## src/slc_regs_map.svh

```systemverilog
// Purpose: Offsets, field positions and reset values of the slot capability and control bank
// Assumes: Byte addresses in PCI configuration space, dword aligned
// Notes:   Included by the register bank and its assertion module
`ifndef SLC_REGS_MAP_SVH
`define SLC_REGS_MAP_SVH

`define SLC_OFS_SLOT_CAP      12'h0b4
`define SLC_OFS_SLOT_CTL      12'h0b8

`define SLC_RST_SLOT_CAP      32'h0004_0000
`define SLC_RST_SLOT_CTL      16'h01c0

`define SLC_CAP_SLOT_NUM_HI   31
`define SLC_CAP_SLOT_NUM_LO   19
`define SLC_CAP_NO_CMD_CMPL   18
`define SLC_CAP_SCALE_HI      16
`define SLC_CAP_SCALE_LO      15
`define SLC_CAP_VALUE_HI      14
`define SLC_CAP_VALUE_LO      7

`define SLC_CTL_PWR_IND_HI    9
`define SLC_CTL_PWR_IND_LO    8
`define SLC_CTL_ATT_IND_HI    7
`define SLC_CTL_ATT_IND_LO    6
`define SLC_CTL_PRES_NOTIFY   3
`define SLC_STS_PRES_CHANGED  19
`define SLC_STS_PRES_STATE    22

`define SLC_RST_NO_CMD_CMPL   1'b1
`define SLC_RST_SCALE         2'h0
`define SLC_RST_VALUE         8'h00
`define SLC_RST_PWR_IND       2'h1
`define SLC_ATT_IND_OFF       2'h3

`endif

```

## src/slc_pkg.sv

```systemverilog
// Purpose: Types shared by the slot register bank and its message generator
// Assumes: Nothing beyond the map header
// Notes:   Message codes are local to this port's link layer
package slc_pkg;

    typedef enum logic [1:0] {
        SLC_MSG_POWER_LIMIT = 2'h0,
        SLC_MSG_IND_ON      = 2'h1,
        SLC_MSG_IND_BLINK   = 2'h2,
        SLC_MSG_IND_OFF     = 2'h3
    } slc_msg_code_t;

    typedef enum logic [1:0] {
        SLC_IND_RESERVED = 2'h0,
        SLC_IND_ON       = 2'h1,
        SLC_IND_BLINK    = 2'h2,
        SLC_IND_OFF      = 2'h3
    } slc_ind_t;

endpackage

```

## src/slc_msg_if.sv

```systemverilog
// Purpose: Carries message requests from the register bank to the message generator
// Assumes: Both ends on clk_sys
// Notes:   Requests are one-cycle pulses, never back-pressured
`timescale 1ns/100ps
interface slc_msg_if;
    import slc_pkg::*;
    logic           req_limit;
    logic           req_ind;
    slc_ind_t       ind_state;
    logic [1:0]     limit_scale;
    logic [7:0]     limit_value;

    modport regs (output req_limit, req_ind, ind_state, limit_scale, limit_value);
    modport gen  (input  req_limit, req_ind, ind_state, limit_scale, limit_value);
endinterface

```

## src/slc_msg_gen.sv

```systemverilog
// Purpose: Turns register-bank requests into slot messages toward the link
// Assumes: At most one request per cycle; limit wins if both ever coincide
// Notes:   One message per cycle, no stall, so control writes never wait
`timescale 1ns/100ps
module slc_msg_gen
    import slc_pkg::*;
(
    // Clock and reset
    input  wire logic          clk_sys,
    input  wire logic          rstn,
    // Requests
    slc_msg_if.gen             req,
    // Link message port
    output logic               msg_valid,
    output slc_msg_code_t      msg_code,
    output logic [9:0]         msg_payload
);

    function automatic slc_msg_code_t ind_code(input slc_ind_t s);
        case (s)
            SLC_IND_BLINK: ind_code = SLC_MSG_IND_BLINK;
            SLC_IND_OFF:   ind_code = SLC_MSG_IND_OFF;
            default:       ind_code = SLC_MSG_IND_ON;
        endcase
    endfunction

    // Registered outputs, so the link sees clean data one cycle after the write
    always_ff @(posedge clk_sys or negedge rstn) begin
        if (!rstn) begin
            msg_valid   <= 1'b0;
            msg_code    <= SLC_MSG_POWER_LIMIT;
            msg_payload <= 10'h000;
        end else begin
            msg_valid <= req.req_limit | req.req_ind;
            if (req.req_limit) begin
                msg_code    <= SLC_MSG_POWER_LIMIT;
                msg_payload <= {req.limit_scale, req.limit_value};
            end else if (req.req_ind) begin
                msg_code    <= ind_code(req.ind_state);
                msg_payload <= 10'h000;
            end
        end
    end

endmodule

```

## src/slc_slot_regs.sv

```systemverilog
// Purpose: Slot capability and slot control registers of a root port, with presence change tracking
// Assumes: Configuration accesses are one-cycle strobes with dword byte addresses
// Notes:   Hot-plug and attention features are hardwired off; presence change notify has its own enable
`timescale 1ns/100ps
`include "slc_regs_map.svh"
module slc_slot_regs
    import slc_pkg::*;
(
    // Clock and reset
    input  wire logic          clk_sys,
    input  wire logic          rstn,
    // Configuration access
    input  wire logic          cfg_wr_en,
    input  wire logic          cfg_rd_en,
    input  wire logic [11:0]   cfg_addr,
    input  wire logic [3:0]    cfg_byte_en,
    input  wire logic [31:0]   cfg_wdata,
    output logic [31:0]        cfg_rdata,
    output logic               cfg_rd_valid,
    // Slot pin and notification
    input  wire logic          presence_detect_pin,
    output logic               presence_notify,
    // Link messages
    output logic               msg_valid,
    output slc_msg_code_t      msg_code,
    output logic [9:0]         msg_payload
);

    ////////////////////////////////////////////////////////////////////////////
    // Decode

    logic           hit_cap;
    logic           hit_ctl;
    logic           wr_cap;
    logic           wr_ctl;

    // Dword match; the two low address bits never select a register
    function automatic logic dword_hit(input logic [11:0] addr, input logic [11:0] ofs);
        dword_hit = (addr[11:2] == ofs[11:2]);
    endfunction

    always_comb begin
        hit_cap = dword_hit(cfg_addr, `SLC_OFS_SLOT_CAP);
        hit_ctl = dword_hit(cfg_addr, `SLC_OFS_SLOT_CTL);
        wr_cap  = cfg_wr_en & hit_cap & (|cfg_byte_en);
        wr_ctl  = cfg_wr_en & hit_ctl;
    end

    ////////////////////////////////////////////////////////////////////////////
    // Slot capabilities, write-once

    logic [12:0]    physical_slot_number;
    logic           no_cmd_complete_support;
    logic [1:0]     power_limit_scale;
    logic [7:0]     power_limit_value;
    logic           cap_locked;
    logic           cap_take;
    logic [9:0]     next_limit;

    // Byte-enable merge of scale and value; the register and its message share it
    function automatic logic [9:0] merge_limit(input logic [3:0] be, input logic [31:0] wd, input logic [9:0] cur);
        logic [9:0] m;
        m = cur;
        if (be[2]) begin
            m[9] = wd[`SLC_CAP_SCALE_HI];
        end
        if (be[1]) begin
            m[8:1] = wd[`SLC_CAP_SCALE_LO:8];
        end
        if (be[0]) begin
            m[0] = wd[`SLC_CAP_VALUE_LO];
        end
        merge_limit = m;
    endfunction

    // Software programs a chassis-unique number; hardware just keeps it
    assign cap_take = wr_cap & ~cap_locked;

    assign next_limit = merge_limit(cfg_byte_en, cfg_wdata, {power_limit_scale, power_limit_value});

    // Whole register locks on the first write; a later partial write cannot fill gaps
    always_ff @(posedge clk_sys or negedge rstn) begin
        if (!rstn) begin
            cap_locked              <= 1'b0;
            physical_slot_number    <= 13'h0000;
            no_cmd_complete_support <= `SLC_RST_NO_CMD_CMPL;
            power_limit_scale       <= `SLC_RST_SCALE;
            power_limit_value       <= `SLC_RST_VALUE;
        end else if (cap_take) begin
            cap_locked <= 1'b1;
            {power_limit_scale, power_limit_value} <= next_limit;
            if (cfg_byte_en[3]) begin
                physical_slot_number[12:5] <= cfg_wdata[31:24];
            end
            if (cfg_byte_en[2]) begin
                physical_slot_number[4:0] <= cfg_wdata[23:19];
                // Control writes never stall, so advertising one stays legal
                no_cmd_complete_support <= cfg_wdata[`SLC_CAP_NO_CMD_CMPL];
            end
        end
    end

    ////////////////////////////////////////////////////////////////////////////
    // Slot control

    slc_ind_t       power_indicator_control;
    logic           presence_change_notify_enable;
    logic           ind_write;
    slc_ind_t       next_ind;

    always_comb begin
        next_ind  = slc_ind_t'(cfg_wdata[`SLC_CTL_PWR_IND_HI:`SLC_CTL_PWR_IND_LO]);
        // Reserved code is dropped so the state always names a real indicator
        ind_write = wr_ctl & cfg_byte_en[1] & (next_ind != SLC_IND_RESERVED);
    end

    always_ff @(posedge clk_sys or negedge rstn) begin
        if (!rstn) begin
            power_indicator_control <= slc_ind_t'(`SLC_RST_PWR_IND);
        end else if (ind_write) begin
            power_indicator_control <= next_ind;
        end
    end

    always_ff @(posedge clk_sys or negedge rstn) begin
        if (!rstn) begin
            presence_change_notify_enable <= 1'b0;
        end else if (wr_ctl & cfg_byte_en[0]) begin
            presence_change_notify_enable <= cfg_wdata[`SLC_CTL_PRES_NOTIFY];
        end
    end

    ////////////////////////////////////////////////////////////////////////////
    // Presence detect: three flops, a change counts once the last two agree

    logic [2:0]     pres_sync;
    logic           presence_state;
    logic           presence_changed_flag;
    logic           pres_event;

    always_ff @(posedge clk_sys or negedge rstn) begin
        if (!rstn) begin
            pres_sync <= 3'h0;
        end else begin
            pres_sync <= {pres_sync[1:0], presence_detect_pin};
        end
    end

    assign pres_event = (pres_sync[1] == pres_sync[2]) & (pres_sync[2] != presence_state);

    always_ff @(posedge clk_sys or negedge rstn) begin
        if (!rstn) begin
            presence_state <= 1'b0;
        end else if (pres_event) begin
            presence_state <= pres_sync[2];
        end
    end

    // A change in the clearing cycle keeps the flag set
    always_ff @(posedge clk_sys or negedge rstn) begin
        if (!rstn) begin
            presence_changed_flag <= 1'b0;
        end else if (pres_event) begin
            presence_changed_flag <= 1'b1;
        end else if (wr_ctl & cfg_byte_en[2] & cfg_wdata[`SLC_STS_PRES_CHANGED]) begin
            presence_changed_flag <= 1'b0;
        end
    end

    assign presence_notify = presence_changed_flag & presence_change_notify_enable;

    ////////////////////////////////////////////////////////////////////////////
    // Read path

    logic [31:0]    cap_word;
    logic [31:0]    ctl_word;

    always_comb begin
        cap_word = 32'h0000_0000;
        cap_word[`SLC_CAP_SLOT_NUM_HI:`SLC_CAP_SLOT_NUM_LO] = physical_slot_number;
        cap_word[`SLC_CAP_NO_CMD_CMPL]                     = no_cmd_complete_support;
        cap_word[`SLC_CAP_SCALE_HI:`SLC_CAP_SCALE_LO]      = power_limit_scale;
        cap_word[`SLC_CAP_VALUE_HI:`SLC_CAP_VALUE_LO]      = power_limit_value;
        ctl_word = 32'h0000_0000;
        ctl_word[`SLC_CTL_PWR_IND_HI:`SLC_CTL_PWR_IND_LO]  = power_indicator_control;
        ctl_word[`SLC_CTL_ATT_IND_HI:`SLC_CTL_ATT_IND_LO]  = `SLC_ATT_IND_OFF;
        ctl_word[`SLC_CTL_PRES_NOTIFY]                     = presence_change_notify_enable;
        ctl_word[`SLC_STS_PRES_CHANGED]                    = presence_changed_flag;
        ctl_word[`SLC_STS_PRES_STATE]                      = presence_state;
    end

    always_ff @(posedge clk_sys or negedge rstn) begin
        if (!rstn) begin
            cfg_rdata    <= 32'h0000_0000;
            cfg_rd_valid <= 1'b0;
        end else begin
            cfg_rd_valid <= cfg_rd_en;
            if (cfg_rd_en) begin
                cfg_rdata <= hit_cap ? cap_word : (hit_ctl ? ctl_word : 32'h0000_0000);
            end
        end
    end

    ////////////////////////////////////////////////////////////////////////////
    // Messages

    slc_msg_if msg_req ();

    assign msg_req.req_limit   = cap_take & (|cfg_byte_en[2:0]);
    assign msg_req.req_ind     = ind_write;
    assign msg_req.ind_state   = next_ind;
    assign msg_req.limit_scale = next_limit[9:8];
    assign msg_req.limit_value = next_limit[7:0];

    slc_msg_gen u_msg_gen (
        .clk_sys     (clk_sys),
        .rstn        (rstn),
        .req         (msg_req),
        .msg_valid   (msg_valid),
        .msg_code    (msg_code),
        .msg_payload (msg_payload)
    );

endmodule

```

## config.mk

```make
export PLATFORM = sky130hd
export DESIGN_NAME = slc_slot_regs
export DESIGN_NICKNAME = d
export VERILOG_FILES = /design/src/slc_pkg.sv /design/src/slc_msg_if.sv /design/src/slc_msg_gen.sv /design/src/slc_slot_regs.sv
export VERILOG_INCLUDE_DIRS = /design/src
export SDC_FILE = /design/constraint.sdc
export NUM_CORES = 1
export LEC_CHECK = 0
export BUFFER_PORTS_ARGS = -buffer_cell sky130_fd_sc_hd__buf_2
export CORE_UTILIZATION = 50
export DETAILED_ROUTE_END_ITERATION = 10
export PLACE_DENSITY_LB_ADDON = 0.05
export SKIP_CTS_REPAIR_TIMING = 1
export SYNTH_ARGS = -nofsm -noshare
export SYNTH_HDL_FRONTEND = slang
export SYNTH_HIERARCHICAL = 1
export SYNTH_SLANG_ARGS = --single-unit
```

## constraint.sdc

```tcl
create_clock -name clk_sys -period 2.1 [get_ports clk_sys]
set_input_delay 0.42 -clock clk_sys [delete_from_list [all_inputs] [get_ports clk_sys]]
set_output_delay 0.42 -clock clk_sys [all_outputs]
set_load 0.01 [all_outputs]
```

==> run summary, run 1 <==
Die Span X: 79.87 um
# Max-Cap Violations: 0
Die height: 79.87 um
Area of the multi-input gates: 1109 um2
Via density: 5.614
Relative slew slack: 50.80%
Die Footprint: 6378 um2
Total gr overflow: 0
Port bufs: 84
# DRC: 0
Outcome: complete, no violations
Largest net degree at the start of global routing: 74
Fillcell total: 464
Multiplexer share of the synthesized area: 13.33%
Peak VDD IR: 0.3772 mV
Fin. Hold Viols: 0
Min-Delay Path Class: in2async
Initial Utilization: 53.42%
Worst-path clk slew: 80 ps
GRT Util Overall: 22.30%
Clk_lat worst skew: 340 ps
CTS Buffer Depth: 2
Post-route minimum period: 1787 ps
GPL Wtd Cong: 0.8355
CP max FO: 8
Post-synthesis compound-gate area fraction: 12.71%
First-pass GRT wire length: 10.58 mm
Core area: 5675 um2
Antenna violations before repair: 0
I/O pin count: 100
Area share of fa/ha/maj cells after synthesis: 0%
Synthesized area: 3032 um2
WP data required: 2330 ps
Final setup violating endpoints: 0
Synth cell types: 36
Layout area overhead: 24.10%
Row Count: 27
Worst slew pin tran: 737.2 ps
Syn. warnings: 6
NumNets Final: 366
Total number of vias: 2184
Final period utilization: 85.11%
Clk sinks: 73
Post-Synthesis Cells: 218
CTS tree: yes
Largest family of logic cells by synthesized area: multiplexers
Post-DR wirelength/cell: 16.49 um
Fmax: 559.5 MHz
Hpwl dp: 4.587 mm
Cell Area, Placed: 3582 um2
Register area: 1829 um2
Synth Area per Inst: 13.91 um2
CP Class: in2reg
Type of origin of the critical path: primary input
Synth Register Bits: 73
Total power: 2.576 mW
Post-synthesis xor/xnor area fraction: 0%
Routed WL: 6.416 mm
Most frequent cells in the layout: buf_2 (84), dfrtp_1 (71), mux2_2 (35), a22o_1 (30), clkbuf_8 (11)
Vias in the first global route: 2180
Most common cell after layout, fill and taps aside: buf_2
Power density over the cells: 684.6 nW/um2
Sequential share of the synthesized area: 60.34%
Slew Viols, Final: 0
RSZ-0062 raised after global routing: false
CTS H-tree depth: 3
DRT iter0 DRCs: 57
Antenna-violating nets left: 0
CP endpoint kind: flop
Layout cell share with drive strength beyond 1: 48.58%
Setup TNS: 0 ps
CTS Buf Count: 9
DRT Pass-1 Iters: 4
Root buf cell: clkbuf_8
Crit path arrival time: 2020 ps
Post-Synth Simple-Gate Area: 9.575%
Cell area after layout: 3762 um2
Clock Skew: 7.483 ps
Antenna Cells: 0
Lkg Pwr: 1.993 nW
-- where the power goes --
| group | internal, mW | leakage, nW | total, mW | switching (mW) |
|---|---|---|---|---|
| clock network | 0.486 | 0.0874 | 0.992 | 0.506 |
| registers | 1.42 | 0.996 | 1.43 | 0.00931 |
| logic | 0.0638 | 0.910 | 0.156 | 0.0924 |
| total | 1.97 | 1.99 | 2.58 | 0.608 |
-- worst max-delay path, cell delays in order --
cell	delay, ps
buf_2	110
or4_1	510
buf_4	190
nor4_4	240
buf_4	200
mux2_2	350
-- per-layer routing --
metal / up-vias / GRT usage, % / part of all wire [%]
li1: 1002 / - / -
met5: - / 0 / 0
met1: 1118 / 30.10 / 47
met4: 0 / 9.464 / 1.1
met3: 8 / 4.457 / 4.4
met2: 56 / 35.04 / 48
-- cell usage after synthesis (all sizes together) --
| cell | count | share of area (%) |
|---|---|---|
| a21oi | 2 | 0.33 |
| nor4bb | 1 | 0.33 |
| a21o | 1 | 0.25 |
| nand2 | 3 | 0.37 |
| nand2b | 1 | 0.21 |
| nand4 | 2 | 0.41 |
| a22o | 30 | 8.7 |
| nor3 | 2 | 0.33 |
| a311oi | 1 | 0.29 |
| o31ai | 1 | 0.25 |
| nor4 | 4 | 1.8 |
| clkbuf | 4 | 0.50 |
| and2 | 2 | 0.41 |
| nand4b | 6 | 1.7 |
| conb | 1 | 0.12 |
| mux2 | 35 | 13 |
| o211ai | 1 | 0.25 |
| buf | 13 | 2.8 |
| inv | 5 | 0.62 |
| nor2b | 7 | 1.4 |
| a221o | 4 | 1.3 |
| o21ai | 3 | 0.50 |
| dfstp | 2 | 1.7 |
| nor2 | 5 | 0.70 |
| and4b | 1 | 0.33 |
| and4 | 2 | 0.58 |
| o41ai | 3 | 0.87 |
| or2 | 2 | 0.41 |
| mux2i | 1 | 0.33 |
| or4 | 2 | 0.50 |
| dfrtp | 71 | 59 |
-- logic make-up (layout without fill, tap and decap cells) --
| group | after synthesis | after routing |
|---|---|---|
| AOI/OAI and AO/OA | 46 | 46 |
| buffers and inverters | 22 | 116 |
| DFF | 73 | 73 |
| muxes | 36 | 36 |
| other | 1 | 6 |
| and+or+nand+nor | 40 | 40 |
-- metrics by stage --
step	worst slack, ps	util (%)	hold slack, ps	instances
3_3_place_gp	-26.81	63.12	336.8	374
3_5_place_dp	-58.55	63.12	341.3	374
6_report	312.6	66.29	87.53	389
2_1_floorplan	49.51	-	124.4	223
4_1_cts	318.5	66.29	110.4	389
5_1_grt	211.4	66.29	117.6	389
-- sequential cells by signal, indices dropped and copies added, names as in the netlist, 2 cells and up --
register,count
u_msg_gen/msg_code,2
pres_sync,3
cfg_rdata,26
u_msg_gen/msg_payload,10
physical_slot_number,13
power_indicator_control,2
power_limit_scale,2
power_limit_value,8
-- layout make-up --
cell class                 instances  share of cell area [%]
inverter                           5                  0.4988
timing repair buffer              96                   14.23
clock buffer                      11                   4.024
sequential                        73                   48.62
multi-input combinational        128                   29.46
clock inverter                     4                  0.7649
tap                               72                   2.394
-- final timing paths --
path	from	to	slack, ps	depth (start not counted)
hold / removal	rstn	cfg_rdata[18]	90	2
setup / recovery	cfg_addr[11]	physical_slot_number[11]	310	6
min in group clk_sys	presence_detect_pin	pres_sync[0]	180	1
setup reg to reg	cap_locked	u_msg_gen/msg_payload[7]	370	5
max in group asynchronous	rstn	power_indicator_control[0]	1660	2
hold reg to reg	pres_sync[0]	pres_sync[1]	360	0
Power figures use the tool's default switching activity.
==> run 2: changes to the inputs <==
- CTS_CLUSTER_SIZE: default -> 28
- GPL_TIMING_DRIVEN: default -> 0
==> run 2 against run 1 <==
Critical path depth fell by 1. Final area rose by 2.2%. Flip-flop and latch count did not move. Total power rose by 10%. Global-route usage barely moved. Largest cell class unchanged.
==> run summary, run 2 (synthesized netlist as in run 1, its figures left out) <==
Outcome: complete, no violations
Post-Place Cells: 380
Antenna violations before repair: 0
NumNets Final: 372
Slew Viols, Final: 0
CTS Buffer Depth: 2
Port bufs: 84
Clk sinks: 73
Post-DR wirelength/cell: 16.02 um
Worst-path clk slew: 70 ps
Via density: 5.477
Routed WL: 6.343 mm
First-pass GRT wire length: 10.65 mm
Most common cell after layout, fill and taps aside: buf_2
Final period utilization: 94.56%
Worst slew pin tran: 571.1 ps
Hpwl dp: 4.555 mm
Met2 Use GR: 35.47%
Setup TNS: 0 ps
Max reg flops: 26
Relative slew slack: 61.64%
I/O pin count: 100
Post-route minimum period: 1986 ps
Layout cell share with drive strength beyond 1: 48.46%
Cell Area, Placed: 3597 um2
Total number of vias: 2169
Row Count: 27
DRT iter0 DRCs: 77
# Max-Cap Violations: 0
Fin. Hold Viols: 0
Antenna Cells: 0
WP data required: 2330 ps
RSZ-0062 raised after global routing: false
Antenna-violating nets left: 0
CTS tree: yes
Root buf cell: clkbuf_8
Grt met1 use: 30.38%
CTS Buf Count: 9
Initial Utilization: 53.42%
Die Footprint: 6378 um2
# DRC: 0
Most frequent CP cell: buf_2
Most frequent cells in the layout: buf_2 (88), dfrtp_1 (71), mux2_2 (35), a22o_1 (30), clkbuf_8 (11)
Final setup violating endpoints: 0
Largest net degree at the start of global routing: 74
Type of origin of the critical path: primary input
R2r setup slk: 270 ps
CP max FO: 8
Biggest register: cfg_rdata
Reg2Reg Launch Point: cap_locked
Peak VDD IR: 0.4621 mV
Biggest regs: cfg_rdata x26, physical_slot_number x13, u_msg_gen/msg_payload x10
Layout Cells excl Fill: 396
Met3 Use GR: 4.229%
DRT Pass-1 Iters: 4
Most Crowded Layer GR: met2
R2R depth: 6
Layout area overhead: 26.87%
Min-Delay Path Class: in2async
CTS H-tree depth: 3
Die Span X: 79.87 um
Slowest Stage Delay on Critical Path: 560 ps
Power density over the cells: 737.1 nW/um2
R2R Path End: u_msg_gen/msg_payload[6]
Post-layout util: 67.77%
Clock Skew: 4.078 ps
Cell area after layout: 3846 um2
CP Class: in2reg
CP Cell Sequence: buf_2, or4_1, buf_2, nor4_4, mux2_2
Die height: 79.87 um
CP endpoint kind: flop
Fmax: 503.6 MHz
GPL Wtd Cong: 0.8056
Slowest CP cell: nor4_4
Core area: 5675 um2
Vias in the first global route: 2153
Lkg Pwr: 2.036 nW
Clk_lat worst skew: 330 ps
Crit path arrival time: 2210 ps
GRT Util Overall: 22.33%
Total gr overflow: 0
## run 2: how the worst max path moves through the flow
stage / start / endpoint / slack [ps] / cells after the start
final: cfg_addr[11] / physical_slot_number[5] / 110 / 5
after floorplan: cfg_addr[11] / physical_slot_number[10] / 50 / 4
after global placement: cfg_addr[11] / u_msg_gen/msg_payload[6] / -260 / 7
after CTS: cfg_addr[11] / u_msg_gen/msg_payload[1] / 60 / 7
after global routing: cfg_addr[11] / physical_slot_number[12] / 40 / 5
after detailed placement: cfg_addr[11] / u_msg_gen/msg_payload[0] / -290 / 7
## run 2: through the flow
step	total power [mW]	setup slack, ps	hold slack [ps]
final	2.835	114.3	77.07
after CTS	2.868	64.03	89.35
after floorplan	1.517	49.51	124.4
after global placement	1.612	-261.9	334.5
after detailed placement	1.621	-287.9	336.2
after global routing	2.929	40.21	100.4
## run 2: cell type report
type                       count  area [um2]
timing repair buffer          85       450.4
multi-input combinational    128        1129
tap                           72       90.09
buffer                        17       100.1
inverter                       5       18.77
clock buffer                  12       155.1
fill                         454        1829
clock inverter                 4       73.82
sequential                    73        1829
## run 2: metal layers
layer / vias up / routed length [um]
met5: - / 0
met4: 0 / 89
met3: 8 / 292
met1: 1079 / 2968
met2: 67 / 2992
li1: 1015 / -
## run 2: report_power, final
group | switching [mW] | internal, mW
Combinational | 0.0963 | 0.0717
Clock | 0.504 | 0.737
Sequential | 0.00836 | 1.42
## run 2: critical path, delay by kind of cell
kind | cells | cell delay (ps)
simple gates | 2 | 1070
mux | 1 | 400
buf+inv | 2 | 320
